--- src/logic/dcio_pkg.sv ---
// Package of constants and types for the dual processor on-board I/O ports
`default_nettype none
package dcio_pkg;
    localparam int unsigned ADDR_W          = 8;
    localparam int unsigned BASE_W          = 6;
    localparam logic [1:0]  OFS_SWAP_LATCH  = 2'h1;
    localparam logic [1:0]  OFS_JUMPER_MODE = 2'h3;
    localparam logic [5:0]  BASE_DEFAULT    = 6'h3F;
    localparam logic [7:0]  LATCH_RESET     = 8'h00;
    localparam logic [1:0]  MODE_RESET      = 2'h0;
    localparam logic        CPU_RESET       = 1'b0;
    localparam logic [7:0]  DATA_ZERO       = 8'h00;

    // Memory management modes
    typedef enum logic [1:0] {
        DCIO_MODE_DEFAULT,
        DCIO_MODE_VIRTUAL,
        DCIO_MODE_WIDE_PRIMARY,
        DCIO_MODE_BYTE_PRIMARY
    } dcio_mode_t;
endpackage : dcio_pkg
`default_nettype wire

--- src/logic/dcio_ports.sv ---
// On-board I/O port decoder: processor swap, bank latch, jumpers and mode
`default_nettype none
module dcio_ports (
    // Clock and reset
    input  wire logic                       i_clk_sys,
    input  wire logic                       i_resetn,
    // I/O cycle from the active processor, one-cycle strobes
    input  wire logic [15:0]                i_io_addr,
    input  wire logic                       i_io_rd,
    input  wire logic                       i_io_wr,
    input  wire logic [7:0]                 i_io_wdata,
    // Jumpers from pins
    input  wire logic [dcio_pkg::BASE_W-1:0] i_port_group_base,
    input  wire logic                       i_option_jumper_one,
    input  wire logic                       i_option_jumper_zero,
    // Read answer
    output logic [7:0]                      o_io_rdata,
    output logic                            o_io_rdata_oe,
    // Block state
    output logic                            o_wide_cpu_active,
    output logic [7:0]                      o_bank_latch,
    output dcio_pkg::dcio_mode_t            o_mm_mode
);
    import dcio_pkg::*;

    // All state in one record: pin synchronisers, owner, latch, mode and read answer
    typedef struct packed {
        logic [5:0] base_s1;
        logic [5:0] base_s2;
        logic [1:0] jmp_s1;
        logic [1:0] jmp_s2;
        logic       wide_cpu;
        logic [7:0] latch;
        dcio_mode_t mode;
        logic [7:0] rdata;
        logic       rdata_oe;
    } dcio_state_t;

    // Registered state, its next value and the decode terms shared with the checks
    dcio_state_t st_q;
    dcio_state_t st_d;
    logic        hit;
    logic [1:0]  ofs;

    // Decode and next state; jumpers pass two flops since they are pins
    always_comb begin
        st_d         = st_q;
        st_d.base_s1 = i_port_group_base;
        st_d.base_s2 = st_q.base_s1;
        st_d.jmp_s1  = {i_option_jumper_one, i_option_jumper_zero};
        st_d.jmp_s2  = st_q.jmp_s1;
        // Read answer is a one-cycle pulse, quiet by default
        st_d.rdata    = DATA_ZERO;
        st_d.rdata_oe = 1'b0;
        // Upper address bits never take part; even offsets stay free for others
        ofs = i_io_addr[1:0];
        hit = (i_io_addr[ADDR_W-1:2] == st_q.base_s2) && ofs[0];
        // Read wins when both strobes come together, so a write is then dropped
        if (hit && i_io_rd) begin
            st_d.rdata_oe = 1'b1;
            if (ofs == OFS_SWAP_LATCH) begin
                st_d.wide_cpu = ~st_q.wide_cpu;
            end else begin
                st_d.rdata = {6'h00, st_q.jmp_s2};
            end
        end else if (hit && i_io_wr) begin
            if (ofs == OFS_SWAP_LATCH) begin
                st_d.latch = i_io_wdata;
            end else begin
                st_d.mode = dcio_mode_t'(i_io_wdata[1:0]);
            end
        end
    end

    // State register; constants only under reset
    always_ff @(posedge i_clk_sys or negedge i_resetn) begin
        if (!i_resetn) begin
            st_q.base_s1  <= BASE_DEFAULT;
            st_q.base_s2  <= BASE_DEFAULT;
            st_q.jmp_s1   <= 2'h0;
            st_q.jmp_s2   <= 2'h0;
            st_q.wide_cpu <= CPU_RESET;
            st_q.latch    <= LATCH_RESET;
            st_q.mode     <= DCIO_MODE_DEFAULT;
            st_q.rdata    <= DATA_ZERO;
            st_q.rdata_oe <= 1'b0;
        end else begin
            st_q <= st_d;
        end
    end

    assign o_io_rdata        = st_q.rdata;
    assign o_io_rdata_oe     = st_q.rdata_oe;
    assign o_wide_cpu_active = st_q.wide_cpu;
    assign o_bank_latch      = st_q.latch;
    assign o_mm_mode         = st_q.mode;

    // Checks
    // Claimed swap read hands the bus to the other processor
    property p_swap;
        @(posedge i_clk_sys) disable iff (!i_resetn)
        (hit && i_io_rd && ofs == OFS_SWAP_LATCH) |=> (o_wide_cpu_active != $past(o_wide_cpu_active));
    endproperty
    a_swap: assert property (p_swap) else $error("swap read did not toggle owner");

    // Claimed write to the swap port loads the latch
    property p_latch;
        @(posedge i_clk_sys) disable iff (!i_resetn)
        (hit && i_io_wr && !i_io_rd && ofs == OFS_SWAP_LATCH) |=> (o_bank_latch == $past(i_io_wdata));
    endproperty
    a_latch: assert property (p_latch) else $error("latch not loaded");

    // Claimed write to the mode port takes data bits 1:0 only
    property p_mode;
        @(posedge i_clk_sys) disable iff (!i_resetn)
        (hit && i_io_wr && !i_io_rd && ofs == OFS_JUMPER_MODE) |=> (o_mm_mode == $past(i_io_wdata[1:0]));
    endproperty
    a_mode: assert property (p_mode) else $error("mode not set");

    // Jumper read answers with the synchronised pin levels
    property p_jump;
        @(posedge i_clk_sys) disable iff (!i_resetn)
        (hit && i_io_rd && ofs == OFS_JUMPER_MODE) |=> (o_io_rdata == {6'h00, $past(st_q.jmp_s2)}) && o_io_rdata_oe;
    endproperty
    a_jump: assert property (p_jump) else $error("jumper read wrong");

    // Even offsets are left to other boards and the coprocessor
    property p_even;
        @(posedge i_clk_sys) disable iff (!i_resetn)
        (!i_io_addr[0]) |=> !o_io_rdata_oe && $stable(o_bank_latch) && $stable(o_mm_mode)
            && $stable(o_wide_cpu_active);
    endproperty
    a_even: assert property (p_even) else $error("even port claimed");

    // Foreign groups see no answer and no side effect
    property p_miss;
        @(posedge i_clk_sys) disable iff (!i_resetn)
        (i_io_addr[7:2] != st_q.base_s2) |=> !o_io_rdata_oe && $stable(o_bank_latch) && $stable(o_mm_mode)
            && $stable(o_wide_cpu_active);
    endproperty
    a_miss: assert property (p_miss) else $error("foreign port claimed");

    // Upper address bits do not spoil a claimed read
    property p_high;
        @(posedge i_clk_sys) disable iff (!i_resetn)
        (i_io_rd && i_io_addr[7:0] == {st_q.base_s2, OFS_JUMPER_MODE}) |=> o_io_rdata_oe;
    endproperty
    a_high: assert property (p_high) else $error("high bits affected decode");

    // Data bus held at zero whenever it is not driven
    property p_quiet;
        @(posedge i_clk_sys) disable iff (!i_resetn)
        !o_io_rdata_oe |-> (o_io_rdata == DATA_ZERO);
    endproperty
    a_quiet: assert property (p_quiet) else $error("data driven while idle");

    // Owner only moves on a claimed swap read
    property p_owner_hold;
        @(posedge i_clk_sys) disable iff (!i_resetn)
        !(hit && i_io_rd && ofs == OFS_SWAP_LATCH) |=> $stable(o_wide_cpu_active);
    endproperty
    a_owner_hold: assert property (p_owner_hold) else $error("owner moved without swap read");

    // Latch only moves on a claimed write to the swap port
    property p_latch_hold;
        @(posedge i_clk_sys) disable iff (!i_resetn)
        !(hit && i_io_wr && !i_io_rd && ofs == OFS_SWAP_LATCH) |=> $stable(o_bank_latch);
    endproperty
    a_latch_hold: assert property (p_latch_hold) else $error("latch moved without write");

    // Mode only moves on a claimed write to the mode port
    property p_mode_hold;
        @(posedge i_clk_sys) disable iff (!i_resetn)
        !(hit && i_io_wr && !i_io_rd && ofs == OFS_JUMPER_MODE) |=> $stable(o_mm_mode);
    endproperty
    a_mode_hold: assert property (p_mode_hold) else $error("mode moved without write");

    // Swap read drives the bus, with an all-zero answer
    property p_swap_zero;
        @(posedge i_clk_sys) disable iff (!i_resetn)
        (hit && i_io_rd && ofs == OFS_SWAP_LATCH) |=> o_io_rdata_oe && (o_io_rdata == DATA_ZERO);
    endproperty
    a_swap_zero: assert property (p_swap_zero) else $error("swap read answer not zero");

    // Read answer lasts one cycle unless another claimed read follows
    property p_oe_pulse;
        @(posedge i_clk_sys) disable iff (!i_resetn)
        o_io_rdata_oe && !(hit && i_io_rd) |=> !o_io_rdata_oe;
    endproperty
    a_oe_pulse: assert property (p_oe_pulse) else $error("read answer outlived its cycle");

    // Data is driven only after a claimed read
    property p_oe_cause;
        @(posedge i_clk_sys) disable iff (!i_resetn)
        o_io_rdata_oe |-> $past(hit) && $past(i_io_rd);
    endproperty
    a_oe_cause: assert property (p_oe_cause) else $error("data driven without claimed read");

    // First edge after reset release shows the cleared state
    property p_reset_vals;
        @(posedge i_clk_sys) disable iff (!i_resetn)
        $rose(i_resetn) |-> (o_wide_cpu_active == CPU_RESET) && (o_bank_latch == LATCH_RESET)
            && (o_mm_mode == MODE_RESET) && !o_io_rdata_oe;
    endproperty
    a_reset_vals: assert property (p_reset_vals) else $error("state not cleared by reset");

    // Main scenarios reached
    c_swap: cover property (@(posedge i_clk_sys) disable iff (!i_resetn) o_wide_cpu_active);
    c_jump: cover property (@(posedge i_clk_sys) disable iff (!i_resetn) o_io_rdata_oe && o_io_rdata != DATA_ZERO);
    c_back: cover property (@(posedge i_clk_sys) disable iff (!i_resetn) $fell(o_wide_cpu_active));
    c_mode3: cover property (@(posedge i_clk_sys) disable iff (!i_resetn) o_mm_mode == DCIO_MODE_BYTE_PRIMARY);
    c_latch: cover property (@(posedge i_clk_sys) disable iff (!i_resetn) o_bank_latch != LATCH_RESET);
endmodule : dcio_ports
`default_nettype wire

--- config.mk ---
export PLATFORM = sky130hd
export DESIGN_NAME = dcio_ports
export DESIGN_NICKNAME = d
export VERILOG_FILES = /design/src/logic/dcio_pkg.sv /design/src/logic/dcio_ports.sv
export SDC_FILE = /design/constraint.sdc
export NUM_CORES = 1
export LEC_CHECK = 0
export BUFFER_PORTS_ARGS = -buffer_cell sky130_fd_sc_hd__buf_2
export CAP_MARGIN = 20
export CORE_UTILIZATION = 40
export DETAILED_ROUTE_END_ITERATION = 10
export PLACE_DENSITY = 0.67
export SYNTH_ARGS = -nofsm -noshare
export SYNTH_HDL_FRONTEND = slang
export SYNTH_SLANG_ARGS = --single-unit
--- constraint.sdc ---
create_clock -name i_clk_sys -period 5.35 [get_ports i_clk_sys]
set_clock_uncertainty 0.15 [all_clocks]
set_input_delay 0.8025 -clock i_clk_sys [delete_from_list [all_inputs] [get_ports i_clk_sys]]
set_output_delay 0.8025 -clock i_clk_sys [all_outputs]
set_load 0.05 [all_outputs]
# [After elaboration in Yosys (flattened, before gate mapping)]
# Index checks and enable logic that the tools add are counted.
[totals] out_inout_bits=20 register_bits=36 word_cells=22
[op_classes] eq_ne=2 reduce_logical=6 muxes=2 bitwise=3
[op_table] operator="9-bit two-way mux" count=1
[op_table] operator="6-bit equality test" count=1
[op_table] operator="3-bit AND reduction" count=2
[op_table] operator="1-bit logical AND" count=3
[op_table] operator="1-bit inverter" count=3
[op_table] operator="2-bit by 1-bit equality test with 1-bit output (second input constant)" count=1
[op_table] operator="2-bit two-way mux" count=1
[op_table] operator="2-bit AND reduction" count=1

# [Longest topological paths before layout]
# Gate-level depths: netlist of the first run.
[depth] word_depth=5 ltp_mapped=5 ltp_nobuf=5

# [Worst setup path after synthesis of the first run]
# Ideal clock, no wire load.
[synth_timing] path_type="input port to flip-flop" start="in i_io_addr[6]" end="reg st_q (netlist bit o_bank_latch[0])" path_slack_ps=3106 t_arrival_ps=1969 setup_ps=125 stages=5 cell_sequence="or2b_1 -> nand4_1 -> or4_1 -> buf_6 -> mux2_4"
[synth_between] elab_chain_len=5
[synth_rtl] element="start, declared" line="dcio_ports.sv:8" source="input wire logic [15:0] i_io_addr,"
[synth_rtl] element="6-bit equality test (*)" line="dcio_ports.sv:57" source="hit = (i_io_addr[ADDR_W-1:2] == st_q.base_s2) && ofs[0];"
[synth_rtl] element="1-bit logical AND (*)" line="dcio_ports.sv:57"
[synth_rtl] element="1-bit logical AND" line="dcio_ports.sv:59" source="if (hit && i_io_rd) begin"
[synth_rtl] element="1-bit inverter (no source line)"
[synth_rtl] element="3-bit AND reduction (no source line) (*)"
[synth_rtl] element="end signal, assigned" line="dcio_ports.sv:88" source="st_q <= st_d;"
[synth_rtl] element="end, declared" line="dcio_ports.sv:40" source="dcio_state_t st_q;"
# Every way passes the cells marked *; elsewhere a longest branch is shown, timed or not.
# A chain may end at the register's enable or synchronous reset.

# [Worst setup path after layout of the first run]
[layout_timing] start="in i_io_addr[6]" end="reg st_q (netlist bit o_bank_latch[2])"
# Same word-level chain as after synthesis.

==> results of run 1 <==
==> cells in the mapped netlist <==
cell | number | area, um2
buf_4 | 18 | 135
dfrtp_1 | 18 | 450
dfstp_2 | 12 | 315
mux2_4 | 8 | 120
nand2_1 | 4 | 15.0
nand2b_1 | 4 | 25.0
xnor2_1 | 4 | 35.0
and3_1 | 2 | 12.5
inv_1 | 2 | 7.51
mux2_2 | 2 | 22.5
nand4b_1 | 2 | 17.5
nor4_1 | 2 | 12.5
buf_6 | 1 | 11.3
conb_1 | 1 | 3.75
nand3_1 | 1 | 5.00
nand4_1 | 1 | 6.26
nor2b_1 | 1 | 6.26
o221ai_2 | 1 | 15.0
or2b_1 | 1 | 7.51
or4_1 | 1 | 7.51
==> worst register-to-register path, delay by kind of cell, from the launching register on <==
kind,cells,cell delay [ns]
flops,1,0.53
mux,1,0.39
simple gates,3,0.98
==> path summary, 6_finish.rpt <==
kind / startpoint / to / slack, ns / cells past startpoint
setup / recovery: i_io_addr[6] / o_bank_latch[2] / 3.09 / 5
hold / removal: st_d[21] / st_q[21] / 0.19 / 0
setup reg to reg: st_q[28] / o_bank_latch[2] / 3.20 / 4
hold reg to reg: st_d[21] / st_q[21] / 0.19 / 0
max in group asynchronous: i_resetn / st_d[20] / 4.30 / 1
min in group asynchronous: i_resetn / o_bank_latch[6] / 0.34 / 1
==> stage by stage <==
step | std cells | worst slack (ns)
3_3_place_gp | 144 | 2.77
4_1_cts | 152 | 3.12
5_1_grt | 152 | 3.05
2_1_floorplan | 91 | 3.11
6_report | 152 | 3.09
3_5_place_dp | 144 | 2.76
==> per-layer routing <==
metal,track usage,vias up,share of wire
li1,-,331,-
met5,0,-,0
met3,0.0612,6,0.077
met1,0.143,320,0.39
met2,0.191,31,0.50
met4,0.0662,0,0.027
==> power breakdown <==
| part | leakage [nW] | switching [W] | internal, W |
|---|---|---|---|
| combinational | 0.355 | 0.0000366 | 0.0000173 |
| sequential | 0.367 | 0.00000411 | 0.000240 |
| clock | 0.0353 | 0.0000716 | 0.0000636 |
==> kinds of logic after synthesis <==
group	synth area share
other	0.00305
buffers and inverters	0.125
AND/OR/NAND/NOR	0.0935
AO/OA/AOI/OAI	0.0122
flip-flops	0.622
multiplexers	0.116
XOR/XNOR	0.0285
==> cell type report <==
class / instances / share of cell area
tap: 31 / 0.0276
inverter: 2 / 0.00533
timing repair buffer: 41 / 0.146
sequential: 30 / 0.544
multi-input combinational: 40 / 0.235
clock buffer: 7 / 0.0391
clock inverter: 1 / 0.00356
==> flip-flops by register name (all words and copies together), names as in the netlist <==
register and cells:
o_io_rdata 2, o_io_rdata_oe 1, o_wide_cpu_active 1, o_mm_mode 2, o_bank_latch 8, st_d 8, st_q 8
==> impl_metrics.py, run 1 <==
metrics = {
    "finish": {
        "fin_util": 0.498,
        "drive_above_1_share": 0.587,
        "ff_latch_area_um2": 766,
        "final_net_count": 156,
        "num-fill-cells": 250,
        "syn2layout_area_growth_pct": 14.3,
        "multiInputGateArea_um2": 330,
        "final_cell_mix": "41 x buf_2, 18 x dfrtp_1, 12 x dfstp_2, 8 x mux2_4, 6 x conb_1",
        "layout_commonest_cell": "buf_2",
        "stdcell_area_um2": 1410,
        "diodes": 0,
    },
    "clock_tree": {
        "postCtsHoldBufs": 0,
        "clockRootBuffer": "clkbuf_4",
        "worstSkewPairLatency_ns": 0.32,
        "cts_max_level": 2,
        "cts_tree": "built",
        "cts_buffers": 5,
        "post_cts_buffers": 0,
        "clk_pin_slew_ns": 0.09,
        "clock_tree.buffer_depth": 2,
        "cts_sinks": 30,
        "postCtsResizedCells": 0,
    },
    "timing": {
        "finalMaxSlewViolations": 0,
        "post-route-min-period_ns": 2.26,
        "setup_tns_ns": 0,
        "final-hold-violation-count": 0,
        "hold_slack_ns": 0.194,
        "clock.fmax_ghz": 0.443,
        "relSlewSlack": 0.582,
        "worstMarginPinSlew_ns": 0.627,
        "rsz0062_at_grt": "no",
        "setup_viol": 0,
        "post-route-period-util": 0.422,
    },
    "detailed_routing": {
        "routedWlPerCell_um": 11.8,
        "vias": 688,
        "antenna_left": 0,
        "drt_pass1_iterations": 7,
        "vias_per_cell": 4.53,
        "wl_mm": 1.80,
        "dr.first_iter.drc_count": 10,
        "route.detailed.drc": 3,
    },
    "worst_setup_path": {
        "arrival_ns": 2.31,
        "critical-path-top-delay-family": "simple AND/OR/NAND/NOR gates",
        "start_kind": "primary input",
        "slowest_stage": "or4_1",
        "cp_max_fo": 8,
        "crit_chain": "buf_2 -> or2b_1 -> nand4_1 -> or4_1 -> mux2_4",
        "crit_buf_inv": 1,
        "worstSetupPathType": "primary input to register",
        "cp_slowest_stage_delay_ns": 0.74,
        "cp-end-kind": "register",
        "cp.required_ns": 5.40,
    },
    "placement": {
        "port_buffers": 41,
        "hpwlAfterDp_mm": 1.37,
        "globalplace.congestion": 0.711,
        "placed_cell_area_um2": 1350,
    },
    "floorplanning": {
        "die_h_um": 57.5,
        "dieArea_um2": 3300,
        "num_io_pins": 56,
        "die_x_um": 57.5,
        "rows": 19,
        "initial_core_util": 0.435,
        "core_area_um2": 2830,
    },
    "power_and_ir_drop": {
        "power.total_w": 0.000433,
        "power_leakage_nw": 0.758,
        "power.density_nw_per_um2": 308,
        "ir_drop_mv": 0.151,
    },
    "yosys": {
        "syn_area_um2": 1230,
        "synthDistinctLibCells": 20,
        "seq_area_frac_synth": 0.622,
        "ys_warn_count": 0,
        "ys_ff_latch": 30,
        "avgSynthCellArea_um2": 14.3,
        "syn-instance-count": 86,
    },
    "outcome": {
        "violations": "DRC",
        "outcome": "finished, violations left",
    },
    "grt": {
        "grt_pass1_wl_mm": 2.93,
        "grt_max_degree": 31,
        "overflow": 0,
        "grt_util_all_layers": 0.124,
        "first_global_vias": 668,
        "antenna_found_initial": 0,
    },
    "job": {
        "drv_cap": 0,
    },
    "worst_hold_path": {
        "hp-class": "register to register",
    },
}
No activity file was read; power rests on OpenSTA's default activity.
==> inputs of run 2 (changes only) <==
clock period = 2.3 ns   (was 5.35 ns; I/O delays follow)
==> run 2 against run 1 <==
Against the previous run:
- the flow still finishes with violations (DRC)
- final cell count rose by 5.9%
- power rose by 130%
- combinational power rose to 2.6 times the previous value
- sequential share of layout area shrank 3.0 points
- utilization is 2.9 points higher
- non-clock buffer count up 9
==> impl_metrics.py, run 2 (synthesis gave the netlist of run 1 again) <==
metrics = {
    "outcome": {
        "outcome": "finished, violations left",
        "violations": "DRC",
    },
    "finish": {
        "syn2layout_area_growth_pct": 20.9,
        "diodes": 0,
        "multiInputGateArea_um2": 330,
        "layout_commonest_cell": "buf_2",
        "num-fill-cells": 251,
        "ff_latch_area_um2": 766,
        "drive_above_1_share": 0.546,
        "fin_util": 0.526,
        "final_net_count": 165,
        "final_cell_mix": "41 x buf_2, 18 x dfrtp_1, 12 x dfstp_2, 9 x dlygate4sd3_1, 8 x mux2_4",
    },
    "floorplanning": {
        "die_h_um": 57.5,
        "core_area_um2": 2830,
        "rows": 19,
        "dieArea_um2": 3300,
        "die_x_um": 57.5,
        "num_io_pins": 56,
        "initial_core_util": 0.435,
    },
    "job": {
        "drv_cap": 0,
    },
    "timing": {
        "clock.fmax_ghz": 0.461,
        "final-hold-violation-count": 0,
        "finalMaxSlewViolations": 0,
        "worstMarginPinSlew_ns": 0.636,
        "relSlewSlack": 0.576,
        "setup_viol": 0,
        "rsz0062_at_grt": "no",
        "setup_tns_ns": 0,
        "post-route-period-util": 0.942,
        "post-route-min-period_ns": 2.17,
    },
    "clock_tree": {
        "worstSkewPairLatency_ns": 0.31,
        "clock_tree.buffer_depth": 2,
        "clockRootBuffer": "clkbuf_4",
        "cts_tree": "built",
        "cts_max_level": 2,
        "post_cts_buffers": 0,
        "cts_sinks": 30,
        "postCtsResizedCells": 0,
        "cts_buffers": 5,
        "clk_pin_slew_ns": 0.10,
    },
    "worst_setup_path": {
        "arrival_ns": 2.22,
        "reg2regPathDepth": 4,
        "start_kind": "register",
        "cp_max_fo": 8,
        "cp_slowest_stage_delay_ns": 0.78,
        "slowest_stage": "or4_1",
        "worstSetupPathType": "register to register",
        "crit_chain": "xnor2_1 -> nand2_1 -> or4_1 -> mux2_4",
        "r2r_slack_ns": 0.13,
        "cp.required_ns": 2.36,
        "cp-end-kind": "register",
        "r2r-end": "o_bank_latch[7]",
        "r2r-start": "st_q[24]",
    },
    "worst_hold_path": {
        "hold_start": "i_io_wdata[5]",
        "hold_end": "o_bank_latch[5]",
        "hp-class": "primary input to register",
        "worstHoldPathCells": 2,
    },
    "grt": {
        "antenna_found_initial": 0,
        "grt_max_degree": 31,
        "overflow": 0,
        "first_global_vias": 768,
        "grt_pass1_wl_mm": 3.15,
        "grt_util_all_layers": 0.134,
    },
    "detailed_routing": {
        "routedWlPerCell_um": 11.8,
        "dr.first_iter.drc_count": 9,
        "vias": 721,
        "antenna_left": 0,
        "vias_per_cell": 4.48,
        "route.detailed.drc": 3,
        "wl_mm": 1.90,
        "drt_pass1_iterations": 7,
    },
    "power_and_ir_drop": {
        "power_leakage_nw": 0.792,
        "ir_drop_mv": 0.417,
        "power.density_nw_per_um2": 663,
    },
    "placement": {
        "globalplace.congestion": 0.705,
        "port_buffers": 41,
        "hpwlAfterDp_mm": 1.41,
    },
}
==> run 2: final cells by class <==
cell class / instances / area share
inverters: 2 / 0.00504
clock buffers: 6 / 0.0277
clock inverters: 2 / 0.00672
well taps: 31 / 0.0261
flip-flops and latches: 30 / 0.514
repair buffers: 50 / 0.198
multi-input cells: 40 / 0.222
==> run 2: metal layers <==
layer / vias up / share of wire / GRT usage
met2: 29 / 0.51 / 0.226
met3: 6 / 0.081 / 0.0703
li1: 348 / - / -
met5: - / 0 / 0
met4: 0 / 0.026 / 0.0836
met1: 338 / 0.38 / 0.128
==> run 2: worst max-delay path by stage <==
stage | from | to | slack, ns | cells past startpoint
final | st_q[24] | o_bank_latch[7] | 0.13 | 4
after global routing | st_q[24] | o_bank_latch[7] | 0.05 | 4
after CTS | st_q[24] | o_bank_latch[7] | 0.13 | 4
after detailed placement | i_io_addr[5] | o_bank_latch[6] | 0.12 | 5
after global placement | st_q[24] | o_bank_latch[7] | 0.15 | 4
after floorplan | st_q[24] | o_bank_latch[0] | 0.37 | 5
==> run 2: critical path: cells and delay by family, from the launching register on <==
family	cells	cell delay (ns)
XOR/XNOR	1	0.10
multiplexers	1	0.39
AND/OR/NAND/NOR	2	0.89
flip-flops	1	0.53
==> run 2: repair_timing <==
item,CTS,global route
endpoints found under the hold margin,26,0
hold buffers,9,0
endpoints found under the setup margin,0,0
==> run 2: report_power, final <==
| part | switching (W) | internal [W] |
|---|---|---|
| Sequential | 0.00000916 | 0.000558 |
| Combinational | 0.0000875 | 0.0000502 |
| Clock | 0.000167 | 0.000116 |
==> run 2: through the flow <==
| stage | setup slack (ns) | cells | instance area (um2) | total power [W] | hold WS [ns] |
|---|---|---|---|---|---|
| after CTS | 0.128 | 161 | 1490 | 0.00101 | 0.0727 |
| after detailed placement | 0.123 | 144 | 1350 | 0.000705 | 0.189 |
| after global placement | 0.151 | 144 | 1350 | 0.000701 | 0.190 |
| after global routing | 0.0491 | 161 | 1490 | 0.00104 | 0.0657 |
| final | 0.132 | 161 | 1490 | 0.000988 | 0.0901 |
| after floorplan | 0.374 | 91 | 1250 | 0.000673 | -0.101 |
